### src/rtl/crsf_pkg.sv
// How it works
// (RULE1) Responses go out serially on the command line, leftmost bit first.
// (RULE2) Every response opens with start bit zero and direction bit zero.
// (RULE3) Every response codeword closes with an end bit of one.
// (RULE4) Only R1 and R1b carry CRC7; R2 sends register bits 7:1 there, R3 fixed check bits.
// (RULE5) R1 is 48 bits: index at 45:40, status at 39:8, CRC7 at 7:1.
// (RULE6) R1b sends R1 and may then hold DAT0 busy low.
// (RULE7) R2 is 136 bits: ones at 133:128, register bits 127:1, end bit.
// (RULE8) R2 carries identification for CMD2 and CMD10, card data for CMD9.
// (RULE9) R3 is 48 bits: ones at 45:40, OCR at 39:8, ones at 7:1.
// (RULE10) In R3, restricted voltage windows and card busy are sent low.
// (RULE11) R4 and R5 are never generated.
// (RULE12) A class C error bit clears once the response reporting it is sent.
// (RULE13) Status bits only inform and follow the current card condition.
// (RULE14) Validation errors go in the own response; command is skipped. R2 and R3 leave them in status for a later R1.
// (RULE15) Execution errors abort the operation, shown in the next response.
// (RULE16) Ended operations report validation errors to stop or status.
// (RULE17) Class A tracks state, B clears a valid command later, C on read.
// (RULE18) Bit 31 flags an address beyond range or transfer past capacity.
// (RULE19) Bit 30 flags a misaligned first block or later misaligned block.
// (RULE20) CRC7 uses x^7 + x^3 + 1 with the register starting at zero.
package crsf_pkg;

  localparam int unsigned CRSF_FRAME_W   = 136;
  localparam logic [7:0]  CRSF_R1_PAY    = 8'h28;
  localparam logic [7:0]  CRSF_R2_PAY    = 8'h87;
  localparam logic [7:0]  CRSF_R3_PAY    = 8'h2f;
  localparam logic [7:0]  CRSF_CRC_LEN   = 8'h07;
  localparam logic [7:0]  CRSF_R1_LEN    = 8'h30;
  localparam logic [7:0]  CRSF_R2_LEN    = 8'h88;
  localparam logic [5:0]  CRSF_CHECK6    = 6'h3f;
  localparam logic [6:0]  CRSF_CHECK7    = 7'h7f;
  localparam logic [6:0]  CRSF_CRC_INIT  = 7'h00;
  localparam logic [5:0]  CRSF_IDX_CSD   = 6'h09;
  localparam int unsigned CRSF_RANGE_BIT = 31;
  localparam int unsigned CRSF_ALIGN_BIT = 30;
  localparam logic [31:0] CRSF_ERR_C_MASK = 32'hfd38_0000;
  localparam logic [31:0] CRSF_ERR_B_MASK = 32'h00c0_0000;
  localparam logic [31:0] CRSF_STAT_A_MASK = 32'h0200_0000;
  localparam logic [31:0] CRSF_ERR_MASK  = CRSF_ERR_C_MASK | CRSF_ERR_B_MASK;
  localparam logic [31:0] CRSF_STATUS_RST = 32'h0000_0000;

  // Only four formats exist; no code is spent on R4 or R5.
  typedef enum logic [1:0] {
    CRSF_R1  = 2'h0,
    CRSF_R1B = 2'h1,
    CRSF_R2  = 2'h2,
    CRSF_R3  = 2'h3
  } crsf_rtype_t;

  typedef enum logic [2:0] {
    CRSF_IDLE = 3'h0,
    CRSF_SEND = 3'h1,
    CRSF_CRC  = 3'h2,
    CRSF_END  = 3'h3,
    CRSF_BUSY = 3'h4
  } crsf_fsm_t;

  typedef struct packed {
    crsf_rtype_t rtype;
    logic [5:0]  index;
    logic        busy;
  } crsf_req_t;

  typedef struct packed {
    crsf_fsm_t                 fsm;
    logic [CRSF_FRAME_W-1:0]   shreg;
    logic [7:0]                cnt;
    logic [6:0]                crc;
    logic                      is_r1;
    logic                      want_busy;
    logic [31:0]               status;
    logic [31:0]               snap;
    logic [31:0]               bpend;
    logic                      cmd_o;
    logic                      cmd_oe;
    logic                      dat0_o;
    logic                      dat0_oe;
    logic                      cmd_skip;
    logic                      exec_abort;
  } crsf_state_t;

  localparam crsf_state_t CRSF_STATE_RST = '{
    fsm: CRSF_IDLE, shreg: '0, cnt: 8'h00, crc: CRSF_CRC_INIT,
    is_r1: 1'b0, want_busy: 1'b0, status: CRSF_STATUS_RST,
    snap: CRSF_STATUS_RST, bpend: CRSF_STATUS_RST, cmd_o: 1'b1,
    cmd_oe: 1'b0, dat0_o: 1'b1, dat0_oe: 1'b0, cmd_skip: 1'b0,
    exec_abort: 1'b0};

endpackage

### src/rtl/crsf_framer.sv
`timescale 1ns/1ps
module crsf_framer
  import crsf_pkg::*;
(
  input  wire logic         clk,           // Bus clock, one bit per rising edge.
  input  wire logic         rst_n,         // Synchronous reset, active low.
  input  wire crsf_req_t    req,           // Response type, index, busy.
  input  wire logic         req_valid,     // Response request present.
  output logic              req_ready,     // Framer idle, request taken.
  input  wire logic [127:0] cid_reg,       // Identification register.
  input  wire logic [127:0] csd_reg,       // Card-specific data register.
  input  wire logic [30:0]  ocr_volt,      // OCR low bits, low = restricted.
  input  wire logic         power_up_done, // High once the card is ready.
  input  wire logic [31:0]  stat_level,    // Current level of status bits.
  input  wire logic [31:0]  err_resp_set,  // Validation errors, this command.
  input  wire logic [31:0]  err_exec_set,  // Execution errors, pulse.
  input  wire logic         addr_oor_resp, // Address argument out of range.
  input  wire logic         addr_oor_exec, // Transfer ran past capacity.
  input  wire logic         misalign_resp, // First block misaligned.
  input  wire logic         misalign_exec, // Later block misaligned.
  input  wire logic         cmd_valid,     // Valid command received, pulse.
  input  wire logic         busy_done,     // Busy period may end.
  output logic              cmd_o,         // Command line output level.
  output logic              cmd_oe,        // Command line drive enable.
  output logic              dat0_o,        // DAT0 output level.
  output logic              dat0_oe,       // DAT0 drive enable.
  output logic              cmd_skip,      // Command must not execute.
  output logic              exec_abort,    // Running operation must stop.
  output logic [31:0]       status_word    // Card status word.
);

  crsf_state_t st_r;
  crsf_state_t st_nxt;

  logic                    accept;
  logic [31:0]             resp_all;
  logic [31:0]             exec_all;
  logic [31:0]             snap_q;
  logic                    resp_any;
  logic [CRSF_FRAME_W-1:0] frame;
  logic [7:0]              pay_len;
  logic [127:0]            r2_reg;
  logic [31:0]             ocr_word;

  // Serial CRC7 step, generator x^7 + x^3 + 1.
  function automatic logic [6:0] crsf_crc_step(input logic [6:0] c,
                                               input logic       b);
    logic fb;
    fb = b ^ c[6];
    return {c[5:3], c[2] ^ fb, c[1:0], fb}; // RULE20
  endfunction

  assign accept   = req_valid && req_ready;
  assign req_ready = (st_r.fsm == CRSF_IDLE);
  assign snap_q   = st_r.snap;
  assign resp_any = |resp_all;

  // The two address faults may come from either detection phase.
  always_comb begin
    resp_all = err_resp_set & CRSF_ERR_MASK;
    exec_all = err_exec_set & CRSF_ERR_MASK;
    resp_all[CRSF_RANGE_BIT] |= addr_oor_resp; // RULE18
    exec_all[CRSF_RANGE_BIT] |= addr_oor_exec; // RULE18
    resp_all[CRSF_ALIGN_BIT] |= misalign_resp; // RULE19
    exec_all[CRSF_ALIGN_BIT] |= misalign_exec; // RULE19
  end

  always_comb begin
    r2_reg = (req.index == CRSF_IDX_CSD) ? csd_reg : cid_reg; // RULE8
    ocr_word = {power_up_done, ocr_volt}; // RULE10
  end

  always_comb begin
    crsf_state_t n;
    logic [31:0] s;
    n = st_r;
    s = st_r.status;
    n.cmd_skip = 1'b0;
    n.exec_abort = 1'b0;
    frame = '0;
    pay_len = CRSF_R1_PAY;

    // A valid command clears class B bits reported one response earlier.
    if (cmd_valid) begin
      s = s & ~st_r.bpend; // RULE17
      n.bpend = '0;
    end
    // Class A bits follow the present condition every cycle.
    s = (s & CRSF_ERR_MASK) | (stat_level & CRSF_STAT_A_MASK); // RULE13

    unique case (req.rtype) // RULE11
      CRSF_R1, CRSF_R1B: begin
        frame[135:96] = {2'b00, req.index, 32'h0000_0000}; // RULE5
        pay_len = CRSF_R1_PAY;
      end
      CRSF_R2: begin
        frame[135:1] = {2'b00, CRSF_CHECK6, r2_reg[127:1]}; // RULE7
        pay_len = CRSF_R2_PAY;
      end
      CRSF_R3: begin
        frame[135:89] = {2'b00, CRSF_CHECK6, ocr_word, CRSF_CHECK7}; // RULE9
        pay_len = CRSF_R3_PAY;
      end
    endcase

    unique case (st_r.fsm)
      CRSF_IDLE: begin
        n.cmd_oe = 1'b0;
        n.cmd_o = 1'b1;
        if (accept) begin
          // Validation errors land in this command's own response when it is an R1 or R1b.
          s = s | resp_all; // RULE14 RULE16
          if (req.rtype == CRSF_R1 || req.rtype == CRSF_R1B) begin
            frame[127:96] = s; // RULE5
          end
          n.snap = s;
          n.cmd_skip = resp_any; // RULE14
          n.is_r1 = (req.rtype == CRSF_R1) || (req.rtype == CRSF_R1B); // RULE4
          n.want_busy = (req.rtype == CRSF_R1B) && req.busy; // RULE6
          n.cmd_o = frame[CRSF_FRAME_W-1]; // RULE1 RULE2
          n.cmd_oe = 1'b1;
          n.shreg = frame << 1;
          n.crc = crsf_crc_step(CRSF_CRC_INIT, frame[CRSF_FRAME_W-1]); // RULE20
          n.cnt = pay_len - 8'h01;
          n.fsm = CRSF_SEND;
        end
      end
      CRSF_SEND: begin
        if (st_r.cnt != 8'h00) begin
          n.cmd_o = st_r.shreg[CRSF_FRAME_W-1]; // RULE1
          n.shreg = st_r.shreg << 1;
          n.crc = crsf_crc_step(st_r.crc, st_r.shreg[CRSF_FRAME_W-1]);
          n.cnt = st_r.cnt - 8'h01;
        end else if (st_r.is_r1) begin
          n.cmd_o = st_r.crc[6]; // RULE4
          n.crc = {st_r.crc[5:0], 1'b0};
          n.cnt = CRSF_CRC_LEN - 8'h01;
          n.fsm = CRSF_CRC;
        end else begin
          n.cmd_o = 1'b1; // RULE3
          n.fsm = CRSF_END;
        end
      end
      CRSF_CRC: begin
        if (st_r.cnt != 8'h00) begin
          n.cmd_o = st_r.crc[6]; // RULE4
          n.crc = {st_r.crc[5:0], 1'b0};
          n.cnt = st_r.cnt - 8'h01;
        end else begin
          n.cmd_o = 1'b1; // RULE3
          n.fsm = CRSF_END;
        end
      end
      CRSF_END: begin
        // The end bit is on the line now; the frame is complete after it.
        n.cmd_oe = 1'b0;
        n.cmd_o = 1'b1;
        // Only R1 and R1b carry status, so only they retire reported errors.
        if (st_r.is_r1) begin
          s = s & ~(st_r.snap & CRSF_ERR_C_MASK); // RULE12 RULE17
          n.bpend = n.bpend | (st_r.snap & CRSF_ERR_B_MASK); // RULE17
        end
        if (st_r.want_busy) begin
          n.dat0_oe = 1'b1; // RULE6
          n.dat0_o = 1'b0;
          n.fsm = CRSF_BUSY;
        end else begin
          n.fsm = CRSF_IDLE;
        end
      end
      CRSF_BUSY: begin
        if (busy_done) begin
          n.dat0_oe = 1'b0;
          n.dat0_o = 1'b1;
          n.want_busy = 1'b0;
          n.fsm = CRSF_IDLE;
        end
      end
      default: begin
        n = CRSF_STATE_RST;
      end
    endcase

    // Execution errors stick until a later response carries them out.
    if (|exec_all) begin
      n.exec_abort = 1'b1; // RULE15
    end
    s = s | exec_all; // RULE15
    n.status = s;
    st_nxt = n;
  end

  always_ff @(posedge clk) begin
    if (!rst_n) begin
      st_r <= CRSF_STATE_RST;
    end else begin
      st_r <= st_nxt;
    end
  end

  assign cmd_o       = st_r.cmd_o;
  assign cmd_oe      = st_r.cmd_oe;
  assign dat0_o      = st_r.dat0_o;
  assign dat0_oe     = st_r.dat0_oe;
  assign cmd_skip    = st_r.cmd_skip;
  assign exec_abort  = st_r.exec_abort;
  assign status_word = st_r.status;

  // Helper state watched only by the checks below.
  logic [7:0] len_q;
  logic [5:0] idx_q;
  logic       pud_q;
  logic [6:0] crc_q;

  always_ff @(posedge clk) begin
    if (!rst_n) begin
      len_q <= 8'h00;
      idx_q <= 6'h00;
      pud_q <= 1'b0;
      crc_q <= CRSF_CRC_INIT;
    end else begin
      len_q <= cmd_oe ? len_q + 8'h01 : 8'h00;
      if (accept) begin
        idx_q <= req.index;
        pud_q <= power_up_done;
      end
      // Shadow CRC rebuilt from the line itself, then shifted out alongside.
      if (!cmd_oe) begin
        crc_q <= CRSF_CRC_INIT;
      end else if (len_q < CRSF_R1_PAY) begin
        crc_q <= crsf_crc_step(crc_q, cmd_o);
      end else begin
        crc_q <= {crc_q[5:0], 1'b0};
      end
    end
  end
endmodule

### config.mk
export PLATFORM = sky130hd
export DESIGN_NAME = crsf_framer
export DESIGN_NICKNAME = d
export VERILOG_FILES = /design/src/rtl/crsf_pkg.sv /design/src/rtl/crsf_framer.sv
export SDC_FILE = /design/constraint.sdc
export NUM_CORES = 1
export LEC_CHECK = 0
export CORE_AREA = 4 4 171 173
export CTS_BUF_LIST = sky130_fd_sc_hd__clkbuf_4
export DETAILED_ROUTE_END_ITERATION = 8
export DIE_AREA = 0 0 175 177
export DONT_BUFFER_PORTS = 1
export SETUP_SLACK_MARGIN = 0.05
export SLEW_MARGIN = 10
export SYNTH_ARGS = -nofsm -noshare
export SYNTH_HDL_FRONTEND = slang
export SYNTH_SLANG_ARGS = --single-unit
### constraint.sdc
create_clock -name clk -period 3.1 [get_ports clk]
set_input_delay 0.465 -clock clk [delete_from_list [all_inputs] [get_ports clk]]
set_output_delay 0.465 -clock clk [all_outputs]
set_load 0.02 [all_outputs]
# --- After elaboration in Yosys (flattened, before gate mapping) ---
# Cells that the tools add are included.
op_classes:
  addsub: 2
  eq_ne: 16
  n_mux: 41
  bitwise_logic: 19
  reduce_logical: 23
op_table:
  columns: ["cell", "n"]
  rows:
  - ["case mux 136 bit (3 select lines)", 1]
  - ["two-way mux 32 bit", 7]
  - ["case mux 32 bit (2 select lines)", 3]
  - ["two-way mux 156 bit", 1]
  - ["two-way mux 136 bit", 1]
  - ["two-way mux 128 bit", 1]
  - ["case mux 40 bit (3 select lines)", 1]
  - ["two-way mux 88 bit", 1]
  - ["AND 32 bit", 2]
  - ["NOT 32 bit", 2]
  - ["bitwise OR 32 bit", 2]
  - ["case mux 15 bit (4 select lines)", 1]
  - ["two-way mux 15 bit", 3]
  - ["bitwise OR 32 x 24 -> 32 bit", 1]
  - ["bitwise OR 32 x 26 -> 32 bit", 1]
  - ["case mux 8 bit (3 select lines)", 1]
  - ["OR reduction 12 bit", 2]
  - ["subtractor 8 x 1 -> 8 bit (second input constant)", 2]
  - ["case mux 3 bit (5 select lines)", 1]
  - ["case mux 7 bit (2 select lines)", 1]
  - ["two-way mux 3 bit", 4]
  - ["inequality test 2 bit (second input constant)", 6]
  - ["AND reduction 3 bit", 4]
  - ["OR reduction 3 bit", 4]
  - ["other kinds (26)", 48]
word_totals:
  regBits: 258
  inputBits: 402
  out_inout_bits: 39
  wordCells: 116

# --- Depth between registers and ports, before layout ---
# Gate-level depths: netlist of the first run.
logic_depth:
  word_depth: 8
  ltp_mapped: 12
  mapped_depth_nobuf: 7

# --- Least setup slack after synthesis of the first run ---
# OpenSTA, ideal clock, no wires.
synth_timing:
  path_kind: "register to register"
  startpoint: "reg st_r[111] in the netlist's numbering"
  endpoint: "reg st_r, in the netlist cmd_o"
  setup_time_ps: 126
  arrival_ps: 1929
  required_time_ps: 2974
  path_slack_ps: 1045
  path_stages_with_launch: 9
  path_buffers: 2
  period_less_slack_ps: 2055
  path_cell_list: "dfxtp_1 -> inv_1 -> ha_1 -> or4b_1 -> buf_2 -> or2_2 -> clkbuf_1 -> a311oi_1 -> a21oi_1"
synth_between:
  elab_chain_len: 3
  word_cells_on_any_way: 4
  cone_classes: "mux (3); reduce/logical (1)"
synth_lines:
  columns: ["item", "line", "rtl"]
  rows:
  - ["start, declared", "crsf_framer.sv:32", "crsf_state_t st_r;"]
  - ["start signal, assigned", "crsf_framer.sv:197", "st_r <= st_nxt;"]
  - ["nonzero test 8 bit *", "crsf_framer.sv:129, crsf_framer.sv:145", null]
  - ["two-way mux 1 bit (on tied branches)", "crsf_framer.sv:145, crsf_framer.sv:129", null]
  - ["case mux 1 bit (4 select lines) *", "crsf_framer.sv:106", "unique case (st_r.fsm)"]
# Mark *: on every way between the ends. The rest lies on a longest branch, timed or not.
# A chain may end at the register's enable or synchronous reset.

# --- Worst setup path after layout of the first run ---
layout_timing:
  startpoint: "reg st_r[255] in the netlist's numbering"
  endpoint: "reg st_r, in the netlist status_word[30]"
layout_between:
  elab_chain_len: 5
  word_cells_on_any_way: 6
  cone_classes: "eq/ne (1); mux (2); bitwise (1); reduce/logical (2)"
layout_lines:
  columns: ["item", "line", "rtl"]
  rows:
  - ["zero test 3 bit", null, null]
  - ["logical AND 1 bit", "crsf_framer.sv:53", "assign accept = req_valid && req_ready;"]
  - ["two-way mux 32 bit", "crsf_framer.sv:110", "if (accept) begin"]
  - ["case mux 32 bit (2 select lines) *", "crsf_framer.sv:106", null]
  - ["bitwise OR 32 bit *", "crsf_framer.sv:188", "s = s | exec_all;"]
# Marked as above.

==> results of run 1 <==
[worst max-delay path by stage]
stage,cells after the start,end,startpoint
after floorplan,8,cmd_o$_SDFFE_PN1P_,st_r[111]$_SDFFE_PN0P_
after global placement,8,st_r[148]$_SDFFE_PN0P_,st_r[111]$_SDFFE_PN0P_
after detailed placement,6,st_r[253]$_SDFFE_PN0P_,st_r[255]$_SDFFE_PN0P_
after CTS,6,status_word[31]$_SDFF_PN0_,st_r[255]$_SDFFE_PN0P_
after global routing,6,st_r[121]$_SDFFE_PN0P_,st_r[257]$_SDFFE_PN0P_
final,6,status_word[30]$_SDFF_PN0_,st_r[255]$_SDFFE_PN0P_
[logic make-up (layout without fill, tap and decap cells)]
kind of cell    after synthesis  in the layout  synth area share
compound gates              497            497             0.346
fa+ha+maj                     1              1           0.00118
buf+inv                     156             88            0.0772
flops                       197            197             0.372
other cells                   1             20          0.000354
simple gates                268            268             0.117
xor+xnor                      2              2           0.00165
mux                          89             89            0.0841
[state kept, by name, indices dropped and copies added, names as in the netlist]
| name | count |
|---|---|
| st_r | 166 |
| status_word | 13 |
| snap_q | 12 |
| cmd_o | 1 |
| cmd_oe | 1 |
| cmd_skip | 1 |
| dat0_o | 1 |
| dat0_oe | 1 |
| exec_abort | 1 |
[Yosys cell counts, types with 2 or more instances]
| library cell | n |
|---|---|
| nor3_1 | 3 |
| a21boi_0 | 11 |
| a211oi_1 | 3 |
| or3_1 | 19 |
| clkbuf_1 | 64 |
| a31oi_1 | 39 |
| nor4_1 | 10 |
| and3_1 | 3 |
| nor3b_1 | 2 |
| buf_2 | 36 |
| o31a_1 | 8 |
| and2_1 | 13 |
| or3b_2 | 2 |
| o2bb2ai_1 | 67 |
| o311ai_0 | 8 |
| o211ai_1 | 22 |
| inv_1 | 7 |
| buf_6 | 6 |
| o22ai_1 | 6 |
| a21oi_1 | 77 |
| a2bb2oi_1 | 87 |
| or2_2 | 3 |
| a32o_1 | 3 |
| a311oi_1 | 11 |
| o2bb2ai_2 | 20 |
| nor2b_1 | 2 |
| o21ai_0 | 92 |
| nand2b_1 | 4 |
| nand4_1 | 3 |
| mux2i_1 | 88 |
| dfxtp_1 | 197 |
| buf_1 | 3 |
| or4b_1 | 2 |
| nand2_1 | 140 |
| buf_4 | 37 |
| a21o_1 | 20 |
| nand3_1 | 17 |
| xor2_1 | 2 |
| a31o_2 | 12 |
| nor2_1 | 38 |
[report_power, final]
group / switching (mW) / internal, mW
Sequential: 0.347 / 3.04
Combinational: 2.04 / 1.14
Clock: 1.05 / 0.382
Total: 3.44 / 4.55
[cells in the final DEF (no fill, tap or decap), types with 7 or more instances in the layout]
master | Yosys | final
dlygate4sd3_1 | 0 | 20
o2bb2ai_1 | 67 | 67
mux2i_1 | 88 | 88
a21boi_0 | 11 | 11
inv_1 | 7 | 7
dfxtp_1 | 197 | 197
o21ai_0 | 92 | 92
o211ai_1 | 22 | 22
conb_1 | 1 | 19
o2bb2ai_2 | 20 | 20
a21oi_1 | 77 | 77
nor4_1 | 10 | 10
or3_1 | 19 | 19
a311oi_1 | 11 | 11
nor2_1 | 38 | 38
a21o_1 | 20 | 20
nand2_1 | 140 | 140
o31a_1 | 8 | 8
buf_12 | 0 | 9
a31o_2 | 12 | 12
buf_4 | 37 | 18
a31oi_1 | 39 | 39
clkbuf_4 | 0 | 18
nand3_1 | 17 | 17
and2_1 | 13 | 13
a2bb2oi_1 | 87 | 87
o311ai_0 | 8 | 8
[stage by stage]
| step | cells | power (mW) | cell area, um^2 | setup WS [ps] | utilization |
|---|---|---|---|---|---|
| 4_1_cts | 1539 | 8.04 | 11200 | 596 | 0.406 |
| 3_5_place_dp | 1486 | 6.55 | 10700 | 678 | 0.387 |
| 5_1_grt | 1540 | 8.53 | 11200 | 373 | 0.406 |
| 3_3_place_gp | 1486 | 6.52 | 10700 | 708 | 0.387 |
| 2_1_floorplan | 1229 | 5.84 | 10700 | 1040 | - |
| 6_report | 1540 | 7.99 | 11200 | 488 | 0.406 |
[timing repair]
item	CTS	global route
hold buffers	21	0
endpoints found under the hold margin	60	0
setup endpoints to repair	0	0
[layout make-up]
type | instances | area [um^2]
well taps | 378 | 473
inverters | 9 | 36.3
fillers | 2831 | 16400
multi-input cells | 876 | 5940
flip-flops and latches | 197 | 3940
repair buffers | 47 | 515
clock buffers | 18 | 135
clock inverters | 14 | 160
diodes | 1 | 2.50
[routing by layer]
layer / vias up / global-route usage / part of all wire
met5: - / 0 / 0.00063
met4: 2 / 0.0484 / 0.014
met3: 36 / 0.0412 / 0.066
met2: 335 / 0.307 / 0.47
met1: 4327 / 0.270 / 0.45
li1: 4366 / - / -
==> reports/qor.csv, run 1 <==
stage,metric,value,unit
run_status,status,"finished, final reports clean",
floorplan,num ports,441,
grt,GRT Resource Usage Total,0.194,
drt,Routed Antenna Nets,0,
sta,post-layout min period,2610,ps
synth,number of distinct library cells after synthesis,64,
sta,setup TNS,0,ps
sta,Tightest Pin Transition,846,ps
critical_path,CP max FO,17,
sta,Final setup viols,0,
grt,initial antenna violation count,2,
floorplan,Die H,177,um
cts,Resize count post-CTS,0,
sta,Slew headroom,0.436,
synth,Seq cells post-synth,197,
critical_path,RR Endpoint,status_word[30]$_SDFF_PN0_,
cells_and_area,Layout Nets,1551,
drt,mean number of vias per cell,5.89,
sta,Max Freq,383,MHz
synth,Syn Std Cell Area,0.0106,mm^2
floorplan,Initial Util,0.384,
cts,Clock H-tree levels,4,
hold_path,Worst Hold Path EP,exec_abort$_SDFF_PN0_,
cts,clk slew on worst S/H paths,220,ps
sta,Final Hold Vio Count,0,
synth,Synth Flop Type,dfxtp_1,
cts,Post-CTS Setup Repair Bufs,0,
critical_path,Critical-path top delay cell,dfxtp_1,
critical_path,crit end category,flip-flop,
synth,Syn Inst Count,1211,
critical_path,worst path arrival time,3110,ps
synth,Post-synth EDFFs,0,
floorplan,Die Width,175,um
cts,CTS sink count,197,
flow_run,Max Cap Viol,0,
grt,first-pass GRT wire length,48300,um
drt,drt wl/cell,20.8,um
cells_and_area,Synth-to-Final Area Change,5.74,%
synth,Ys Warns,0,
floorplan,core area,0.0276,mm^2
cells_and_area,share of layout cells above drive strength 1,0.0947,
cts,CTS root buffer,clkbuf_4,
cts,worst skew pair latency,590,ps
critical_path,CP max stage delay,700,ps
drt,routed via count,9066,
sta,WHS,67.4,ps
drt,Initial DRC Count,613,
grt,total grt overflow,0,
drt,# DRC,0,
sta,final period utilization,0.842,
floorplan,Die Area,0.0310,mm^2
grt,vias in the first global route,8622,
critical_path,CP top delay family,simple AND/OR/NAND/NOR gates,
critical_path,classification of the worst setup path,flip-flop to flip-flop,
cts,TritonCTS clock tree,built,
pwr,Pwr Density,713,mW/mm^2
grt,largest net degree at the start of global routing,83,
pwr,Pleak,3.65,nW
sta,Slew Limit Fails,0,
synth,area share of the largest cell type after synthesis,0.372,
drt,DRT Wirelength,32000,um
synth,Async SR Flop Fraction,0,
synth,"Seq/Total Area, Yosys",0.372,
synth,Syn Area/Cell,8.76,um^2
synth,Yosys top cell by area,dfxtp_1,
critical_path,cells along the critical path,and2_1 > and3_1 > a21oi_1 > nor4_1 > dlygate4sd3_1 > nor2_1,
critical_path,Worst R2R Path Depth,6,
synth,top post-synthesis cells by area,"dfxtp_1 37%, mux2i_1 8.3%, a2bb2oi_1 7.2%",
drt,Detailed Routing Iterations Pass 1,5,
cts,Num CTS Buffers,17,
critical_path,worst reg2reg startpoint,st_r[255]$_SDFFE_PN0P_,
pwr,Max VDD drop,0.321,mV
sta,Final Skew,43.1,ps
floorplan,num rows,61,
critical_path,Critical Path RT,3600,ps
cts,Max Buffers Root-to-Sink,2,
sta,RSZ-0062 raised after global routing,no,
placed_design,Post-DP HPWL,21900,um
critical_path,startpoint types,flip-flop,
hold_path,hold path cells,2,
hold_path,hold wc startpoint,err_exec_set[23],
hold_path,Hold Crit Class,primary input to flip-flop,
placed_design,GPL Wtd Cong,0.860,
critical_path,r2r setup slk,490,ps
critical_path,WP buf/inv,1,
placed_design,Port Buffers,0,
Power figures use the tool's default switching activity.
==> run 2: changes to the inputs <==
Clock period 3.1 ns to 2.4 ns, I/O delays scaled along.
==> run 2 against run 1 <==
  * Final area up 10%
  * Power is 36% higher
  * Clock power up 41%
  * First-iteration DRC count grew 5.1%
  * Clock-buffer cell count fell by 1
  * Register-to-register slack worse by 290 ps
  * Core utilization up 4.2 points
  * Setup slack got worse by 290 ps
  * Wire length increased by 2.5%
  * Maximum frequency increased by 18%
  * Non-clock buffer count up 108
==> reports/qor.csv, run 2 (synthesized netlist as in run 1, its figures left out) <==
stage,metric,value,unit,change
drt,routed via count,9513,,+4.9%
floorplan,Initial Util,0.384,,unchanged
cts,CTS sink count,197,,unchanged
floorplan,core area,0.0276,mm^2,unchanged
pwr,Pleak,4.16,nW,+14%
cts,TritonCTS clock tree,built,,
pwr,Pwr Density,875,mW/mm^2,+23%
sta,Final setup viols,0,,unchanged
critical_path,worst path arrival time,2710,ps,-400 ps
drt,# DRC,0,,unchanged
drt,DRT Wirelength,32800,um,+2.5%
cells_and_area,share of layout cells above drive strength 1,0.106,,+0.0108
cts,Num CTS Buffers,17,,unchanged
critical_path,startpoint types,flip-flop,,
sta,Tightest Pin Transition,854,ps,+7.84 ps
pwr,Max VDD drop,0.523,mV,+63%
floorplan,num ports,441,,unchanged
cells_and_area,"commonest non-fill, non-tap cell in the layout",dfxtp_1,,
grt,initial antenna violation count,1,,-1
floorplan,num rows,61,,unchanged
drt,drt wl/cell,19.9,um,-4.2%
placed_design,GPL Wtd Cong,0.885,,+2.9%
placed_design,Port Buffers,0,,unchanged
sta,Max Freq,453,MHz,+18%
sta,WHS,41.7,ps,-25.7 ps
run_status,status,"finished, final reports clean",,
cells_and_area,Layout Nets,1659,,+7.0%
sta,final period utilization,0.919,,+0.0769
cells_and_area,Top reg by flops,st_r,,
cells_and_area,Synth-to-Final Area Change,16.7,%,
cts,CTS root buffer,clkbuf_4,,
cts,Max Buffers Root-to-Sink,2,,unchanged
critical_path,classification of the worst setup path,flip-flop to flip-flop,,
cells_and_area,max FFs per register,166,,unchanged
cts,clk slew on worst S/H paths,200,ps,-20 ps
grt,total grt overflow,0,,unchanged
placed_design,placed insts,1504,,+1.2%
sta,Slew Limit Fails,0,,unchanged
drt,Detailed Routing Iterations Pass 1,5,,unchanged
cts,worst skew pair latency,610,ps,+20 ps
flow_run,Max Cap Viol,0,,unchanged
floorplan,Die H,177,um,unchanged
sta,Final Skew,39.7,ps,-3.38 ps
critical_path,Critical Path RT,2910,ps,-690 ps
grt,first-pass GRT wire length,51400,um,+6.4%
drt,mean number of vias per cell,5.77,,-1.9%
critical_path,CP max FO,17,,unchanged
sta,RSZ-0062 raised after global routing,no,,
cts,Clock H-tree levels,4,,unchanged
sta,Final Hold Vio Count,0,,unchanged
floorplan,Die Width,175,um,unchanged
cells_and_area,final cell count without fillers,1648,,+7.0%
grt,largest net degree at the start of global routing,67,,-19%
sta,post-layout min period,2210,ps,-405 ps
grt,vias in the first global route,9404,,+9.1%
cts,Post-CTS Setup Repair Bufs,0,,unchanged
floorplan,Die Area,0.0310,mm^2,unchanged
drt,Initial DRC Count,644,,+5.1%
grt,GRT Resource Usage Total,0.204,,+0.0101
cells_and_area,most frequent cells in the layout,"194 x dfxtp_1, 140 x nand2_1, 110 x dlygate4sd3_1",,
drt,Routed Antenna Nets,0,,unchanged
critical_path,crit end category,flip-flop,,
sta,setup TNS,0,ps,unchanged
sta,Slew headroom,0.431,,-0.00523
hold_path,Hold Crit Class,primary input to flip-flop,,
placed_design,Post-DP HPWL,22000,um,+0.61%
run 2: changes by cell type in the layout (fill, tap and decap cells not counted), sizes merged:
cell         delta
clkbuf          -1
dlygate4sd3    +90
inv             +4
clkinvlp        -1
clkinv          -2
buf            +18
run 2: critical path, cell delays in order (launching register included):
cell	delay, ps
dfxtp_2	540
and2_1	260
and3_1	180
buf_4	200
a21oi_1	100
nor4_1	190
dlygate4sd3_1	610
nor2_1	50
run 2: layout make-up:
cell class | instances | area (um^2)
clock buffer | 17 | 128
multi-input combinational | 876 | 5950
antenna | 1 | 2.50
tap | 378 | 473
fill | 2697 | 15300
timing repair buffer | 155 | 1620
clock inverter | 15 | 209
inverter | 9 | 36.3
sequential | 197 | 3950
run 2: per-stage QoR:
step                area (um^2)  setup WS, ps  power [mW]  utilization
floorplan                 10700           345        7.54            -
global placement          10900          87.4        8.57        0.394
detailed placement        10900          50.5        8.62        0.394
CTS                       12300          60.0        10.9        0.447
global route              12400           123        11.6        0.448
finish                    12400           193        10.8        0.448
run 2: report_power, final:
group | total, mW | internal, mW | switching [mW]
sequential | 4.35 | 3.92 | 0.432
clock | 2.01 | 0.545 | 1.46
combinational | 4.46 | 1.74 | 2.72
total | 10.8 | 6.21 | 4.61
run 2: repair_timing:
action                     in CTS  in global routing
hold buffers                  110                  1
hold endpoints to repair       86                  1
gates resized for setup         1                  6
setup endpoints to repair       1                 85
run 2: per-layer routing:
metal | part of all wire | GRT usage | wire length [um] | vias to the layer above
li1 | - | - | - | 4589
met1 | 0.45 | 0.282 | 14700 | 4556
met2 | 0.48 | 0.330 | 15700 | 335
met3 | 0.056 | 0.0376 | 1850 | 33
met4 | 0.017 | 0.0504 | 558 | 0
met5 | 0 | 0 | 0 | -
run 2: worst paths after layout:
check | startpoint | endpoint | slack [ps] | cells past startpoint
worst max register to register | st_r[255]$_SDFFE_PN0P_ | status_word[31]$_SDFF_PN0_ | 190 | 7
worst max-delay path | st_r[255]$_SDFFE_PN0P_ | status_word[31]$_SDFF_PN0_ | 190 | 7
worst min-delay path | cid_reg[108] | st_r[228]$_SDFFE_PN0P_ | 40 | 3
worst min register to register | st_r[105]$_SDFFE_PN0P_ | st_r[105]$_SDFFE_PN0P_ | 460 | 2
==> run 3: changes to the inputs <==
Clock period 2.4 ns to 2.9 ns, I/O delays scaled along.
==> run 3 against run 2 <==
  * Clock-buffer cell count unchanged
  * Core utilization is 3.7 points lower
  * Sequential share of layout area increased by 2.9 points
  * Critical path type unchanged
==> reports/qor.csv, run 3 (synthesized netlist as in run 1, its figures left out) <==
stage,metric,value,unit,change
placed_design,Port Buffers,0,,unchanged
sta,Slew headroom,0.249,,-0.181
sta,Final Skew,31.4,ps,-8.34 ps
sta,post-layout min period,2500,ps,+292 ps
critical_path,startpoint types,flip-flop,,
hold_path,hold wc startpoint,ocr_volt[1],,
pwr,Pleak,3.71,nW,-11%
hold_path,Worst Hold Path EP,st_r[217]$_SDFFE_PN0P_,,
cts,Max Buffers Root-to-Sink,2,,unchanged
cells_and_area,Layout Nets,1563,,-5.8%
sta,Final setup viols,0,,unchanged
pwr,Pwr Density,758,mW/mm^2,-13%
critical_path,Critical Path RT,3370,ps,+460 ps
drt,routed via count,9162,,-3.7%
critical_path,CP max FO,14,,-3
hold_path,Hold Crit Class,primary input to flip-flop,,
cells_and_area,Synth-to-Final Area Change,6.90,%,
drt,Initial DRC Count,639,,-0.78%
critical_path,classification of the worst setup path,flip-flop to flip-flop,,
flow_run,Max Cap Viol,0,,unchanged
floorplan,Die Width,175,um,unchanged
drt,DRT Wirelength,31800,um,-3.0%
sta,setup TNS,0,ps,unchanged
cells_and_area,Top reg by flops,st_r,,
placed_design,Post-DP HPWL,21900,um,-0.87%
floorplan,core area,0.0276,mm^2,unchanged
floorplan,num ports,441,,unchanged
critical_path,worst reg2reg startpoint,st_r[256]$_SDFFE_PN0P_,,
run_status,status,"finished, final reports clean",,
grt,GRT Resource Usage Total,0.195,,-0.00887
sta,Slew Limit Fails,0,,unchanged
floorplan,num rows,61,,unchanged
cts,Clock H-tree levels,4,,unchanged
drt,mean number of vias per cell,5.90,,+2.1%
pwr,Max VDD drop,0.297,mV,-43%
grt,total grt overflow,0,,unchanged
sta,RSZ-0062 raised after global routing,no,,
placed_design,DP Worst Slack,508,ps,+458 ps
drt,Routed Antenna Nets,0,,unchanged
cells_and_area,share of layout cells above drive strength 1,0.0989,,-0.00670
hold_path,hold path cells,2,,-1
cts,TritonCTS clock tree,built,,
cells_and_area,most frequent cells in the layout,"197 x dfxtp_1, 140 x nand2_1, 92 x o21ai_0",,
cells_and_area,max FFs per register,166,,unchanged
critical_path,RR Endpoint,status_word[31]$_SDFF_PN0_,,
pwr,Total Power,8.59,mW,-21%
critical_path,crit end category,flip-flop,,
sta,Tightest Pin Transition,1120,ps,+268 ps
critical_path,CP top delay family,simple AND/OR/NAND/NOR gates,,
critical_path,worst path arrival time,2960,ps,+250 ps
sta,Max Freq,400,MHz,-12%
sta,Worst Slack Setup Final,402,ps,+208 ps
grt,initial antenna violation count,3,,+2
floorplan,Die Area,0.0310,mm^2,unchanged
cells_and_area,"commonest non-fill, non-tap cell in the layout",dfxtp_1,,
critical_path,cells along the critical path,and2_1 > and3_1 > a21oi_1 > nor4_1 > dlygate4sd3_1 > nor2_1,,
cts,CTS root buffer,clkbuf_4,,
sta,final period utilization,0.862,,-0.0579
critical_path,Worst R2R Path Depth,6,,-1
cts,Resize count post-CTS,0,,-1
critical_path,Critical-path top delay cell,dfxtp_1,,
cts,CTS sink count,197,,unchanged
sta,Final Hold Vio Count,0,,unchanged
cts,clk slew on worst S/H paths,190,ps,about the same
drt,Detailed Routing Iterations Pass 1,5,,unchanged
critical_path,WP buf/inv,1,,-1
drt,drt wl/cell,20.5,um,+2.9%
cts,worst skew pair latency,570,ps,-40 ps
grt,largest net degree at the start of global routing,136,,+100%
critical_path,CP max stage delay,610,ps,about the same
floorplan,Die H,177,um,unchanged
critical_path,r2r setup slk,400,ps,+210 ps
drt,# DRC,0,,unchanged
cts,Num CTS Buffers,17,,unchanged
floorplan,Initial Util,0.384,,unchanged
grt,first-pass GRT wire length,48900,um,-5.0%
placed_design,GPL Wtd Cong,0.851,,-3.8%
grt,vias in the first global route,8658,,-7.9%
-- run 3: worst max-delay path by stage --
stage                                       from                         end  slack, ps  depth (start not counted)
after global placement    st_r[257]$_SDFFE_PN0P_     snap_q[30]$_SDFFE_PN0P_        550                          5
after global routing      st_r[256]$_SDFFE_PN0P_  status_word[30]$_SDFF_PN0_        260                          6
after detailed placement  st_r[256]$_SDFFE_PN0P_      st_r[232]$_SDFFE_PN0P_        510                          8
final                     st_r[256]$_SDFFE_PN0P_  status_word[31]$_SDFF_PN0_        400                          6
after CTS                 st_r[256]$_SDFFE_PN0P_      st_r[232]$_SDFFE_PN0P_        460                          8
after floorplan           st_r[111]$_SDFFE_PN0P_          cmd_o$_SDFFE_PN1P_        840                          8
-- run 3: metal layers --
layer,track usage,routed length (um),share of wire
met5,0,0,0
met4,0.0579,673,0.021
met3,0.0365,2280,0.072
met1,0.274,14000,0.44
met2,0.305,14800,0.47
-- run 3: timing repair --
| item | in CTS | in global routing |
|---|---|---|
| endpoints found under the hold margin | 67 | 1 |
| hold buffers | 24 | 1 |
| setup buffers | 0 | 0 |
-- run 3: stage by stage --
stage | hold WS (ps) | cell area, um^2 | utilization | std cells
final | 75.1 | 11300 | 0.410 | 1554
after global routing | 0.00805 | 11300 | 0.410 | 1554
after CTS | 1.11 | 11300 | 0.410 | 1550
after detailed placement | 443 | 10800 | 0.390 | 1494
after global placement | 441 | 10800 | 0.390 | 1494
after floorplan | 430 | 10700 | - | 1229
-- run 3: cell type report --
type / instances / area (um^2)
fill: 2799 / 16300
tap: 378 / 473
inverter: 9 / 36.3
sequential: 197 / 3940
multi-input combinational: 876 / 5940
timing repair buffer: 59 / 648
clock inverter: 15 / 159
antenna: 3 / 7.51
clock buffer: 17 / 128
-- run 3: power breakdown --
group / internal [mW] / switching (mW) / leakage, nW / total [mW]
Clock: 0.395 / 1.12 / 0.148 / 1.51
Combinational: 1.28 / 2.19 / 1.95 / 3.47
Sequential: 3.24 / 0.365 / 1.61 / 3.61
-- run 3: worst register-to-register path, stage by stage (launching register included) --
cell and delay, ps:
dfxtp_1 610, and2_1 270, and3_1 540, a21oi_1 140, nor4_1 210, dlygate4sd3_1 600, nor2_1 40
